`config.mk`:
```
export PLATFORM = sky130hd
export DESIGN_NAME = pmcc_ctrl
export DESIGN_NICKNAME = d
export VERILOG_FILES = /design/src/pmcc_counter.v /design/src/pmcc_ctrl.v
export VERILOG_INCLUDE_DIRS = /design/src
export SDC_FILE = /design/constraint.sdc
export NUM_CORES = 2
export LEC_CHECK = 0
export BUFFER_PORTS_ARGS = -buffer_cell sky130_fd_sc_hd__buf_4
export CAP_MARGIN = 40
export CORE_MARGIN = 4
export CORE_UTILIZATION = 40
export DETAILED_ROUTE_END_ITERATION = 12
export HOLD_SLACK_MARGIN = 0.03
export PLACE_DENSITY = 0.58
export SETUP_SLACK_MARGIN = 0.1
export SLEW_MARGIN = 20
export SYNTH_ARGS = -nofsm -noshare
export SYNTH_HDL_FRONTEND = slang
export SYNTH_SLANG_ARGS = --single-unit
```
`constraint.sdc`:
```
create_clock -name clk -period 16.6 [get_ports clk]
set_input_delay 1.66 -clock clk [delete_from_list [all_inputs] [get_ports clk]]
set_output_delay 1.66 -clock clk [all_outputs]
set_load 0.03 [all_outputs]
```
`src/pmcc_regs.vh`:
```
// register map, field positions and constants of the perf monitor counter control
`ifndef PMCC_REGS_VH
`define PMCC_REGS_VH

`define PMCC_AW          12
`define PMCC_CW          48
`define PMCC_NCTR        10
`define PMCC_UNIT_HUB    4'h0
`define PMCC_UNIT_BOX0   4'h1
`define PMCC_UNIT_BOX1   4'h2
`define PMCC_UNIT_GLB    4'h4
`define PMCC_OFF_GCTL    8'h00
`define PMCC_OFF_GSTAT   8'h04
`define PMCC_OFF_BCTL    8'h00
`define PMCC_OFF_BSTAT0  8'h04
`define PMCC_OFF_FILT    8'h08
`define PMCC_OFF_BSTAT1  8'h0C
`define PMCC_OFF_CTL     8'h10
`define PMCC_CTL_STEP    8'h04
`define PMCC_OFF_DATA    8'h20
`define PMCC_DATA_STEP   8'h08
`define PMCC_HI_STEP     8'h04
`define PMCC_OFF_FCTL    8'h40
`define PMCC_OFF_FDLO    8'h48
`define PMCC_OFF_FDHI    8'h4C
`define PMCC_OFF_NODE    8'hC0
`define PMCC_OFF_GMAP    8'hD4
`define PMCC_F_EVT       7:0
`define PMCC_F_SUB       15:8
`define PMCC_B_EDGE      18
`define PMCC_B_NOTIFY    20
`define PMCC_B_EN        22
`define PMCC_B_INV       23
`define PMCC_F_THR       31:24
`define PMCC_CTL_MASK    32'hFFD4FFFF
`define PMCC_FCTL_MASK   32'h00500000
`define PMCC_F_CORE      3:0
`define PMCC_B_HALT      8
`define PMCC_B_RESUME    9
`define PMCC_B_WFRZ      10
`define PMCC_B_RSTCTL    0
`define PMCC_B_RSTCNT    1
`define PMCC_B_BHALT     8
`define PMCC_F_OPC       7:0
`define PMCC_B_FEN       8
`define PMCC_EVT_NONE    8'h00
`define PMCC_EVT_G0      8'h01
`define PMCC_EVT_G1      8'h02
`define PMCC_EVT_G2      8'h03
`define PMCC_EVT_G3      8'h04
`define PMCC_Z32         32'h00000000
`define PMCC_Z48         48'h000000000000
`define PMCC_ONE48       48'h000000000001

`endif

```
`src/pmcc_counter.v`:
```
// one programmable 48-bit monitoring counter with its control register
`include "pmcc_regs.vh"
module pmcc_counter (
    input  wire        clk,
    input  wire        resetn,
    input  wire        ctl_we,
    input  wire        lo_we,
    input  wire        hi_we,
    input  wire [31:0] wdata,
    input  wire        clr_ctl,
    input  wire        clr_cnt,
    input  wire        run,
    input  wire [15:0] lines,
    input  wire        filt_ok,
    output reg  [31:0] ctl_r,
    output reg  [47:0] cnt_r,
    output reg         wrap_r
);
    reg  [3:0]  sel;
    reg  [2:0]  inc;
    reg         prev_r;
    wire [7:0]  evt      = ctl_r[`PMCC_F_EVT];
    wire [7:0]  thr      = ctl_r[`PMCC_F_THR];
    wire [3:0]  masked   = sel & ctl_r[11:8];
    wire [2:0]  raw      = {2'b00, masked[0]} + {2'b00, masked[1]}
                         + {2'b00, masked[2]} + {2'b00, masked[3]};
    wire        ge       = {5'h00, raw} >= thr;
    wire        cond     = ctl_r[`PMCC_B_INV] ? ~ge : ge;
    wire        counting = run & ctl_r[`PMCC_B_EN];
    wire [48:0] sum      = {1'b0, cnt_r} + {46'h0, inc};
    wire        sw_write = clr_cnt | lo_we | hi_we;

    always @* begin
        case (evt)
            `PMCC_EVT_G0: sel = lines[3:0];
            `PMCC_EVT_G1: sel = lines[7:4];
            `PMCC_EVT_G2: sel = lines[11:8];
            `PMCC_EVT_G3: sel = lines[15:12];
            default:      sel = 4'h0;
        endcase
        if (!filt_ok) begin
            inc = 3'h0;
        end else if (thr == 8'h00) begin
            inc = raw;
        end else if (ctl_r[`PMCC_B_EDGE]) begin
            inc = {2'b00, cond & ~prev_r};
        end else begin
            inc = {2'b00, cond};
        end
    end

    always @(posedge clk or negedge resetn) begin
        if (!resetn) begin
            ctl_r  <= `PMCC_Z32;
            cnt_r  <= `PMCC_Z48;
            wrap_r <= 1'b0;
            prev_r <= 1'b0;
        end else begin
            prev_r <= cond;
            if (clr_ctl) begin
                ctl_r <= `PMCC_Z32;
            end else if (ctl_we) begin
                ctl_r <= wdata & `PMCC_CTL_MASK;
            end
            // software writes take precedence over a count in the same cycle
            if (clr_cnt) begin
                cnt_r <= `PMCC_Z48;
            end else if (lo_we) begin
                cnt_r[31:0] <= wdata;
            end else if (hi_we) begin
                cnt_r[47:32] <= wdata[15:0];
            end else if (counting) begin
                cnt_r <= sum[47:0];
            end
            wrap_r <= counting & ~sw_write & sum[48];
        end
    end
endmodule // pmcc_counter

```
`src/pmcc_ctrl.v`:
```
// perf monitor counter control: global, two boxes and configuration hub
`include "pmcc_regs.vh"
module pmcc_ctrl (
    input  wire        clk,
    input  wire        resetn,
    input  wire        cfg_wr,
    input  wire        cfg_rd,
    input  wire [11:0] cfg_addr,
    input  wire [31:0] cfg_wdata,
    output reg  [31:0] cfg_rdata_r,
    output reg         cfg_rvalid_r,
    input  wire [47:0] event_lines,
    input  wire [15:0] box_opcode,
    input  wire [2:0]  local_node_number,
    input  wire [23:0] node_group_map,
    output reg         pmi_r,
    output reg  [3:0]  pmi_core_r
);
    wire [3:0]   unit = cfg_addr[11:8];
    wire [7:0]   off  = cfg_addr[7:0];
    // box picked by a read; kept apart from the clocked loop variable
    wire         rbox = (unit == `PMCC_UNIT_BOX1);

    // global state
    reg  [3:0]   core_r;
    reg          wfrz_r;
    reg          ghalt_r;
    reg  [3:0]   gstat_r;
    // box state, two boxes
    reg  [1:0]   bhalt_r;
    reg  [17:0]  filt_r;
    reg  [7:0]   bstat_r;
    // hub state
    reg  [2:0]   hstat_r;
    reg  [31:0]  fctl_r;
    reg  [47:0]  fcnt_r;
    reg          fwrap_r;
    reg  [31:0]  rd_nxt;

    wire [`PMCC_NCTR*32-1:0] ctl_all;
    wire [`PMCC_NCTR*48-1:0] cnt_all;
    wire [`PMCC_NCTR-1:0]    wrap;
    wire [`PMCC_NCTR-1:0]    notify;
    wire [`PMCC_NCTR-1:0]    hit_ctl;
    wire [`PMCC_NCTR-1:0]    hit_lo;
    wire [`PMCC_NCTR-1:0]    hit_hi;

    wire glb_wr   = cfg_wr & (unit == `PMCC_UNIT_GLB);
    wire gctl_wr  = glb_wr & (off == `PMCC_OFF_GCTL);
    wire gstat_wr = glb_wr & (off == `PMCC_OFF_GSTAT);
    wire [1:0] bctl_wr;
    wire [1:0] filt_wr;
    wire [1:0] bst0_wr;
    wire [1:0] bst1_wr;
    wire hub_wr   = cfg_wr & (unit == `PMCC_UNIT_HUB);
    wire hst_wr   = hub_wr & (off == `PMCC_OFF_BSTAT0);
    wire fctl_wr  = hub_wr & (off == `PMCC_OFF_FCTL);
    wire flo_wr   = hub_wr & (off == `PMCC_OFF_FDLO);
    wire fhi_wr   = hub_wr & (off == `PMCC_OFF_FDHI);

    assign bctl_wr[0] = cfg_wr & (unit == `PMCC_UNIT_BOX0) & (off == `PMCC_OFF_BCTL);
    assign bctl_wr[1] = cfg_wr & (unit == `PMCC_UNIT_BOX1) & (off == `PMCC_OFF_BCTL);
    assign filt_wr[0] = cfg_wr & (unit == `PMCC_UNIT_BOX0) & (off == `PMCC_OFF_FILT);
    assign filt_wr[1] = cfg_wr & (unit == `PMCC_UNIT_BOX1) & (off == `PMCC_OFF_FILT);
    assign bst0_wr[0] = cfg_wr & (unit == `PMCC_UNIT_BOX0) & (off == `PMCC_OFF_BSTAT0);
    assign bst0_wr[1] = cfg_wr & (unit == `PMCC_UNIT_BOX1) & (off == `PMCC_OFF_BSTAT0);
    assign bst1_wr[0] = cfg_wr & (unit == `PMCC_UNIT_BOX0) & (off == `PMCC_OFF_BSTAT1);
    assign bst1_wr[1] = cfg_wr & (unit == `PMCC_UNIT_BOX1) & (off == `PMCC_OFF_BSTAT1);

    // counters 0..3 in box 0, 4..7 in box 1, 8..9 in the hub
    genvar k;
    generate
        for (k = 0; k < `PMCC_NCTR; k = k + 1) begin : g_ctr
            localparam integer BOX  = k / 4;
            localparam integer SLOT = k % 4;
            localparam [3:0]   UN   = (k < 4) ? `PMCC_UNIT_BOX0 :
                                      ((k < 8) ? `PMCC_UNIT_BOX1 : `PMCC_UNIT_HUB);
            localparam integer CO_I = `PMCC_OFF_CTL + SLOT * `PMCC_CTL_STEP;
            localparam integer DO_I = `PMCC_OFF_DATA + SLOT * `PMCC_DATA_STEP;
            localparam [7:0]   CO   = CO_I[7:0];
            localparam [7:0]   DO   = DO_I[7:0];
            localparam [7:0]   HO   = DO + `PMCC_HI_STEP;
            wire run;
            wire clr_ctl;
            wire clr_cnt;
            wire filt_ok;
            assign hit_ctl[k] = (unit == UN) & (off == CO);
            assign hit_lo[k]  = (unit == UN) & (off == DO);
            assign hit_hi[k]  = (unit == UN) & (off == HO);
            if (k < 8) begin : g_box
                assign run     = ~ghalt_r & ~bhalt_r[BOX];
                assign clr_ctl = bctl_wr[BOX] & cfg_wdata[`PMCC_B_RSTCTL];
                assign clr_cnt = bctl_wr[BOX] & cfg_wdata[`PMCC_B_RSTCNT];
                assign filt_ok = ~filt_r[BOX*9+8] |
                                 (box_opcode[BOX*8+:8] == filt_r[BOX*9+:8]);
            end else begin : g_hub
                // no box level halt or unit reset in the hub
                assign run     = ~ghalt_r;
                assign clr_ctl = 1'b0;
                assign clr_cnt = 1'b0;
                assign filt_ok = 1'b1;
            end
            pmcc_counter u_ctr (
                .clk     (clk),
                .resetn  (resetn),
                .ctl_we  (cfg_wr & hit_ctl[k]),
                .lo_we   (cfg_wr & hit_lo[k]),
                .hi_we   (cfg_wr & hit_hi[k]),
                .wdata   (cfg_wdata),
                .clr_ctl (clr_ctl),
                .clr_cnt (clr_cnt),
                .run     (run),
                .lines   (event_lines[BOX*16+:16]),
                .filt_ok (filt_ok),
                .ctl_r   (ctl_all[k*32+:32]),
                .cnt_r   (cnt_all[k*48+:48]),
                .wrap_r  (wrap[k])
            );
            assign notify[k] = wrap[k] & ctl_all[k*32+`PMCC_B_NOTIFY];
        end
    endgenerate

    wire        fnotify   = fwrap_r & fctl_r[`PMCC_B_NOTIFY];
    wire        any_note  = (|notify) | fnotify;
    wire        fcount    = fctl_r[`PMCC_B_EN] & ~ghalt_r;
    wire [48:0] fsum      = {1'b0, fcnt_r} + {1'b0, `PMCC_ONE48};
    wire        fsw       = flo_wr | fhi_wr;
    wire [3:0]  gset      = {fnotify, |notify[9:8], |notify[7:4], |notify[3:0]};

    // global control, global halt and global status
    always @(posedge clk or negedge resetn) begin
        if (!resetn) begin
            core_r  <= 4'h0;
            wfrz_r  <= 1'b0;
            ghalt_r <= 1'b0;
            gstat_r <= 4'h0;
        end else begin
            if (gctl_wr) begin
                core_r <= cfg_wdata[`PMCC_F_CORE];
                wfrz_r <= cfg_wdata[`PMCC_B_WFRZ];
            end
            // halt wins over resume so a wrap freeze is never dropped
            if ((gctl_wr & cfg_wdata[`PMCC_B_HALT]) | (wfrz_r & any_note)) begin
                ghalt_r <= 1'b1;
            end else if (gctl_wr & cfg_wdata[`PMCC_B_RESUME]) begin
                ghalt_r <= 1'b0;
            end
            gstat_r <= (gstat_r & ~(gstat_wr ? cfg_wdata[3:0] : 4'h0)) | gset;
        end
    end

    // box halt, filter and per-block status; set wins over clear
    integer b;
    always @(posedge clk or negedge resetn) begin
        if (!resetn) begin
            bhalt_r <= 2'b00;
            filt_r  <= 18'h00000;
            bstat_r <= 8'h00;
        end else begin
            for (b = 0; b < 2; b = b + 1) begin
                if (bctl_wr[b]) begin
                    bhalt_r[b] <= cfg_wdata[`PMCC_B_BHALT];
                end
                if (filt_wr[b]) begin
                    filt_r[b*9+:9] <= cfg_wdata[8:0];
                end
                bstat_r[b*4+:2] <= (bstat_r[b*4+:2]
                                    & ~(bst0_wr[b] ? cfg_wdata[1:0] : 2'b00))
                                   | wrap[b*4+:2];
                bstat_r[b*4+2+:2] <= (bstat_r[b*4+2+:2]
                                      & ~(bst1_wr[b] ? cfg_wdata[1:0] : 2'b00))
                                     | wrap[b*4+2+:2];
            end
        end
    end

    // hub fixed counter and hub status
    always @(posedge clk or negedge resetn) begin
        if (!resetn) begin
            fctl_r  <= `PMCC_Z32;
            fcnt_r  <= `PMCC_Z48;
            fwrap_r <= 1'b0;
            hstat_r <= 3'h0;
        end else begin
            if (fctl_wr) begin
                fctl_r <= cfg_wdata & `PMCC_FCTL_MASK;
            end
            if (flo_wr) begin
                fcnt_r[31:0] <= cfg_wdata;
            end else if (fhi_wr) begin
                fcnt_r[47:32] <= cfg_wdata[15:0];
            end else if (fcount) begin
                fcnt_r <= fsum[47:0];
            end
            fwrap_r <= fcount & ~fsw & fsum[48];
            hstat_r <= (hstat_r & ~(hst_wr ? cfg_wdata[2:0] : 3'h0))
                       | {fwrap_r, wrap[9:8]};
        end
    end

    // monitoring interrupt toward the selected core
    always @(posedge clk or negedge resetn) begin
        if (!resetn) begin
            pmi_r      <= 1'b0;
            pmi_core_r <= 4'h0;
        end else begin
            pmi_r <= any_note;
            if (any_note) begin
                pmi_core_r <= core_r;
            end
        end
    end

    // read path; reads have no side effects on counts or flags
    integer i;
    always @* begin
        rd_nxt = `PMCC_Z32;
        case (unit)
            `PMCC_UNIT_GLB: begin
                if (off == `PMCC_OFF_GCTL) begin
                    rd_nxt = {21'h0, wfrz_r, 1'b0, ghalt_r, 4'h0, core_r};
                end else if (off == `PMCC_OFF_GSTAT) begin
                    rd_nxt = {28'h0, gstat_r};
                end
            end
            `PMCC_UNIT_BOX0, `PMCC_UNIT_BOX1: begin
                if (off == `PMCC_OFF_BCTL) begin
                    rd_nxt = {23'h0, bhalt_r[rbox], 8'h00};
                end else if (off == `PMCC_OFF_BSTAT0) begin
                    rd_nxt = {30'h0, (rbox ? bstat_r[5:4] : bstat_r[1:0])};
                end else if (off == `PMCC_OFF_BSTAT1) begin
                    rd_nxt = {30'h0, (rbox ? bstat_r[7:6] : bstat_r[3:2])};
                end else if (off == `PMCC_OFF_FILT) begin
                    rd_nxt = {23'h0, (rbox ? filt_r[17:9] : filt_r[8:0])};
                end
            end
            `PMCC_UNIT_HUB: begin
                if (off == `PMCC_OFF_BSTAT0) begin
                    rd_nxt = {29'h0, hstat_r};
                end else if (off == `PMCC_OFF_FCTL) begin
                    rd_nxt = fctl_r;
                end else if (off == `PMCC_OFF_FDLO) begin
                    rd_nxt = fcnt_r[31:0];
                end else if (off == `PMCC_OFF_FDHI) begin
                    rd_nxt = {16'h0000, fcnt_r[47:32]};
                end else if (off == `PMCC_OFF_NODE) begin
                    rd_nxt = {29'h0, local_node_number};
                end else if (off == `PMCC_OFF_GMAP) begin
                    rd_nxt = {8'h00, node_group_map};
                end
            end
            default: rd_nxt = `PMCC_Z32;
        endcase
        for (i = 0; i < `PMCC_NCTR; i = i + 1) begin
            if (hit_ctl[i]) begin
                rd_nxt = ctl_all[i*32+:32];
            end else if (hit_lo[i]) begin
                rd_nxt = cnt_all[i*48+:32];
            end else if (hit_hi[i]) begin
                rd_nxt = {16'h0000, cnt_all[i*48+32+:16]};
            end
        end
    end

    always @(posedge clk or negedge resetn) begin
        if (!resetn) begin
            cfg_rdata_r  <= `PMCC_Z32;
            cfg_rvalid_r <= 1'b0;
        end else begin
            cfg_rvalid_r <= cfg_rd;
            if (cfg_rd) begin
                cfg_rdata_r <= rd_nxt;
            end
        end
    end
endmodule // pmcc_ctrl

```
Yosys cells after proc, flatten, opt, wreduce, memory -nomap -nowiden:

Index checks and enable logic that the tools add are counted.

* input port bits: 139
* logic and storage cells: 685
* bits in registers: 942
* output and inout bits: 38

* $lt $le $gt $ge: 11
* reduce and logical (&&, ||, !) cells: 70
* equal/unequal tests: 84
* multiplexer cells: 180
* add/subtract/negate cells: 41
* bitwise gates (word level): 231

Operators by type and width (count)
* $mux 32: 71
* $mux 48: 19
* $add 48x3->49: 10
* $mux 16: 19
* $eq 8x2->1 const B: 20
* $pmux 4 s4: 10
* $and 1x1->1: 141
* $pmux 32 s3: 1
* $eq 8x3->1 const B: 11
* $logic_not 8->1: 11
* $eq 8x1->1 const B: 10
* $ge 3x8->1: 10
* $mux 24: 3
* $eq 8x6->1 const B: 8
* $add 3x1->3: 20
* $mux 3: 19
* $add 48x1->49 const B: 1
* $reduce_bool 3->1: 16
* $mux 9: 5
* $and 4x4->4: 11
* $reduce_and 2->1: 22
* $not 1->1: 39
* $eq 8x5->1 const B: 4
* $reduce_bool 2->1: 15
* 29 further kinds: 121

Depth between registers and ports, before layout:

* depth after elaboration: 38
* mapped depth: 29

Modules after synthesis:

A second synthesis with hierarchy kept.

* cell total of the unflattened synthesis: 7718
* area total of the unflattened synthesis: 64886.0 um^2

By module, submodules not included
* pmcc_counter (g_ctr[0].u_ctr ...): cells an instance 555, area each 4958.5 um^2, times used 9
* pmcc_ctrl: cells an instance 2185, area each 15549.9 um^2, times used 1
* pmcc_counter (g_ctr[9].u_ctr): cells an instance 538, area each 4709.5 um^2, times used 1

Worst setup path after synthesis:

Ideal clock, no wire load.

* path kind: input to register
* start: input event_lines[24]
* end: register g_ctr[4].u_ctr.cnt_r[46]
* path slack: 10.555 ns
* arrival: 5.963 ns
* setup time: 0.083 ns
* cell stages on the path: 22
* data required time: 16.517 ns
* cells stage by stage: a222oi_1 -> a21oi_1 -> ha_1 -> fa_1 -> ha_1 -> ha_1 -> a21oi_1 -> nor2b_1 -> o21ai_0 -> xnor2_1 -> a31oi_1 -> nor2_1 -> ha_1 -> fa_1 -> and2_1 -> o21ai_1 -> nor4b_1 -> nand3_1 -> nor2_1 -> nand3_1 -> o31a_1 -> o21ai_0

* cells in the longest elaborated chain, start to end: 17

Ends and longest elaborated chain
* start, declared: line pmcc_ctrl.v:12 `input wire [47:0] event_lines,`
* $pmux 4 s4 *: line pmcc_counter.v:34 `case (evt)`
* $and 4x4->4 *: line pmcc_counter.v:24 `wire [3:0] masked = sel & ctl_r[11:8];`
* $add 1x1->2 *: line pmcc_counter.v:25 `wire [2:0] raw = {2'b00, masked[0]} + {2'b00, masked[1]}`
* $add 3x1->3 * (2 in a row): line pmcc_counter.v:26 `+ {2'b00, masked[2]} + {2'b00, masked[3]};`
* $ge 3x8->1 *: line pmcc_counter.v:27 `wire ge = {5'h00, raw} >= thr;`
* $not 1->1: line pmcc_counter.v:28 `` wire cond = ctl_r[`PMCC_B_INV] ? ~ge : ge; ``
* $mux 1 *: line pmcc_counter.v:28
* via g_ctr[4].u_ctr.cond: line pmcc_counter.v:28
* $and 1x1->1: line pmcc_counter.v:46 `inc = {2'b00, cond & ~prev_r};`
* $mux 1 *: line pmcc_counter.v:45 `` end else if (ctl_r[`PMCC_B_EDGE]) begin ``
* $mux 3 *: line pmcc_counter.v:43 `end else if (thr == 8'h00) begin`
* $mux 3 *: line pmcc_counter.v:41 `if (!filt_ok) begin`
* $add 48x3->49 *: line pmcc_counter.v:30 `wire [48:0] sum = {1'b0, cnt_r} + {46'h0, inc};`
* $mux 48 *: line pmcc_counter.v:72 `end else if (counting) begin`
* $mux 16 *: line pmcc_counter.v:70 `end else if (hi_we) begin`
* $mux 16 *: line pmcc_counter.v:68 `end else if (lo_we) begin`
* $mux 48 *: line pmcc_counter.v:66 `if (clr_cnt) begin`
* end signal, assigned: line pmcc_counter.v:67 `` cnt_r <= `PMCC_Z48; ``
* end signal, assigned: line pmcc_counter.v:71 `cnt_r[47:32] <= wdata[15:0];`
* end signal, assigned: line pmcc_counter.v:73 `cnt_r <= sum[47:0];`
* end, declared: line pmcc_counter.v:16 `output reg [47:0] cnt_r,`

Mark *: on every way through the listed nets, which the timed path passes. The rest lies on a longest branch. The select of a mux whose other input is x is not followed.
A chain may end at the register's enable or synchronous reset.

Worst setup path in the final report:

* start: register g_ctr[4].u_ctr.ctl_r[3]
* end: register g_ctr[4].u_ctr.cnt_r[46]

* cells in the longest elaborated chain, start to end: 18

Ends and longest elaborated chain
* start, declared: line pmcc_counter.v:15 `output reg [31:0] ctl_r,`
* start signal, assigned: line pmcc_counter.v:54 `` ctl_r <= `PMCC_Z32; ``
* start signal, assigned: line pmcc_counter.v:61 `` ctl_r <= `PMCC_Z32; ``
* start signal, assigned: line pmcc_counter.v:63 `` ctl_r <= wdata & `PMCC_CTL_MASK; ``
* $eq 8x3->1 (tied with other cells): line pmcc_counter.v:34
* $pmux 4 s4 *: line pmcc_counter.v:34
* $and 4x4->4 *: line pmcc_counter.v:24
* $add 1x1->2: line pmcc_counter.v:25
* $add 3x1->3: line pmcc_counter.v:26
* $add 3x1->3 *: line pmcc_counter.v:26
* $ge 3x8->1 *: line pmcc_counter.v:27
* $not 1->1: line pmcc_counter.v:28
* (+1 left out)
* via g_ctr[4].u_ctr.cond: line pmcc_counter.v:28
* (+1 left out)
* $mux 1 *: line pmcc_counter.v:45
* $mux 3 *: line pmcc_counter.v:43
* $mux 3 *: line pmcc_counter.v:41
* $add 48x3->49 *: line pmcc_counter.v:30
* $mux 48 *: line pmcc_counter.v:72
* $mux 16 *: line pmcc_counter.v:70
* $mux 16 *: line pmcc_counter.v:68
* $mux 48 *: line pmcc_counter.v:66

Marked as above.

==> results.toml <==
[synth]
synth_warnings = 0
synth_top_area_share_pct = 38.1
synth_fa_ha_area_share_pct = 2.36
synthCells = 7659
synth.area.top_cells = "dfrtp_1 (38%), nand2_1 (8.7%), a21oi_1 (7.9%)"
yosysTopAreaCell = "dfrtp_1"
synth-seq-cells = 910
synth_top_family_by_area = "compound AO/OA/AOI/OAI gates"
synthSimpleGateAreaFrac_pct = 24.1
yosysSeqAreaShare_pct = 38.1
synth-compound-area-share_pct = 25.4
syn_area_um2 = 59800
synth_xor_area_share_pct = 3.34
synth_cell_types = 105
async_flop_share_pct = 100
avgSynthCellArea_um2 = 7.81
synth.mux.area_fraction_pct = 2.22
synth_edf_count = 0
synthFlopType = "dfrtp_1"
synth_fp_nets = 7899

[setup_path]
worstRegToRegCells = 25
crit_top_cell = "ha_1"
critPathCaptureType = "register"
cp-start-kind = "register"
critPathSlowestCell = "nor4b_1"
cp.required_ns = 17.28
arrival_ns = 7.90
path_max_fanout = 8
critical-path-max-stage-delay_ns = 0.85
critPathKind = "reg2reg"

[detailed_routing]
drt-pass1-iter-count = 10
ant_nets = 0
routedWlPerCell_um = 34.1
routed_via_density = 6.85
drcViolationCount = 0
drt-total-wl_mm = 332
drt_iter0_drc = 10800
via_count = 66600

[grt]
grt_max_degree = 160
track_usage_pct = 40.8
grt-ovfl-total = 0
first_global_vias = 61200
grt_pass1_wl_mm = 465
antenna_found_initial = 32

[floorplan]
boundaryPins = 177
fp.dieH_um = 395
fp.coreArea_um2 = 148000
die-area_um2 = 156000
rows = 141
die_w_um = 395
start_util_pct = 40.4

[clocking]
h-tree-depth = 3
cts_root_buffer = "clkbuf_16"
cts_tree = "yes"
cts_buffers = 111
cts_max_path_buffers = 3
clock_latency_ns = 0.78
postCtsSetupBuffers = 0
cts_hold_buf = 0
cts_sinks = 910
postCtsResizedCells = 0
clk_pin_slew_ns = 0.07

[power_and_ir_drop]
ir_drop_mv = 0.0899
leakagePower_nw = 27.7
p_per_area_nw_per_um2 = 77.3

[timing]
min_period_ns = 7.22
fin_ws_ns = 9.38
slew_headroom_pct = 20.7
tns_ns = 0
max_freq_mhz = 138
rsz0062_at_grt = "no"
finalClockSkew_ns = 0.0591
finalHoldViolCount = 0
finalMaxSlewViolations = 0
worstMarginPinSlew_ns = 1.19
setup_violations = 0
finalCritPeriodShare_pct = 43.5

[min_path]
hold_path.class = "reg2reg"
hold-path-cell-count = 1

[finish]
area_growth_pct = 13.0
post-route-util_pct = 45.6
drive_gt1_share_pct = 10.5
nNetsFinal = 7909
n_fill_cell = 14800
final_area_um2 = 67600

[run]
max-cap-violations = 0

[placement]
io_buffers = 176
post-place-ws_ns = 9.29
gp_congestion = 1.05
dpl.hpwl_mm = 238
placed_cell_area_um2 = 63600

[outcome]
status = "completed"
-- power breakdown --
part,switching (mW),total [mW],internal (mW)
logic,0.278,0.353,0.0748
clock network,1.12,2.63,1.51
registers,0.0184,2.25,2.23
-- synth_stat cells, types with 40 or more instances --
master and instances:
nand2_1 1384, a22oi_1 105, nor3_1 130, nand4_1 112, and2_1 60, a221oi_1 91
o22ai_1 91, xor2_1 120, nor4_1 70, nor2_1 674, ha_1 81, inv_1 120
a222oi_1 42, a31oi_1 71, and4_1 43, xnor2_1 108, buf_2 136, nand3_1 275
a21o_1 40, clkbuf_1 330, dfrtp_1 910, mux2_2 83, a21oi_1 940, o21ai_0 770
and3_1 118
-- sequential cells by signal (all words and copies together), names as in the netlist, 8 cells and up --
signal / flops
g_ctr.u_ctr.cnt_r: 480
g_ctr.u_ctr.ctl_r: 280
fcnt_r: 48
cfg_rdata_r: 32
filt_r: 18
g_ctr.u_ctr.prev_r: 10
g_ctr.u_ctr.wrap_r: 10
bstat_r: 8
-- path summary, 6_finish.rpt --
kind	from	end	slack, ns
max	g_ctr[4].u_ctr.ctl_r[3]	g_ctr[4].u_ctr.cnt_r[46]	9.38
min	hstat_r[2]	hstat_r[2]	0.47
max reg2reg	g_ctr[4].u_ctr.ctl_r[3]	g_ctr[4].u_ctr.cnt_r[46]	9.38
min reg2reg	hstat_r[2]	hstat_r[2]	0.47
max in group asynchronous	resetn	g_ctr[6].u_ctr.cnt_r[15]	13.09
min in group asynchronous	resetn	g_ctr[9].u_ctr.cnt_r[11]	0.93
-- critical path: cells and delay by family (launching register included) --
kind                     cells  cell delay, ns
adder cells (fa/ha/maj)      6            1.69
AND/OR/NAND/NOR             10            3.13
AO/OA/AOI/OAI                8            1.70
flip-flops                   1            0.40
XOR/XNOR                     1            0.21
-- placed cells by master (no fill, tap or decap), types with 81 or more instances in the layout --
| master | instances |
|---|---|
| nand2_1 | 1381 |
| a21oi_1 | 939 |
| dfrtp_1 | 910 |
| o21ai_0 | 768 |
| nor2_1 | 663 |
| buf_4 | 368 |
| nand3_1 | 275 |
| nor3_1 | 120 |
| xor2_1 | 120 |
| inv_1 | 119 |
| and3_1 | 117 |
| nand4_1 | 112 |
| clkbuf_16 | 111 |
| xnor2_1 | 107 |
| a22oi_1 | 105 |
| o22ai_1 | 91 |
| a221oi_1 | 91 |
| mux2_2 | 83 |
| ha_1 | 81 |
-- metrics by stage --
step                instances  power (mW)  hold WS, ns
detailed placement       9473        2.62        0.457
global route             9699        5.31        0.487
finish                   9719        5.23        0.471
floorplan                7659        2.38        0.428
CTS                      9683        5.21        0.470
global placement         9433        2.61        0.454
-- cell families (layout without fill, tap and decap cells) --
group / after synthesis / count (layout)
xor+xnor: 228 / 228
simple gates: 3123 / 3123
fa+ha+maj: 101 / 101
flops: 910 / 910
other cells: 0 / 23
mux: 121 / 121
compound gates: 2540 / 2540
buf+inv: 636 / 743
-- layer usage --
layer	track usage, %	up-vias	wire, µm
met5	0	-	62
li1	-	27800	-
met4	24.9	8	24900
met2	56.3	5063	132000
met3	13.2	1085	46000
met1	55.3	32700	129000
-- area by class of cell --
type | instances | area [µm²] | share of cell area (%)
Inverter | 120 | 450 | 0.667
Tap cell | 1930 | 2410 | 3.57
Antenna cell | 23 | 57.6 | 0.0852
Sequential cell | 910 | 22800 | 33.7
Clock inverter | 36 | 478 | 0.707
Clock buffer | 174 | 3340 | 4.95
Timing Repair Buffer | 413 | 3440 | 5.09
Multi-Input combinational cell | 6113 | 34600 | 51.2
Power figures use the tool's default switching activity.
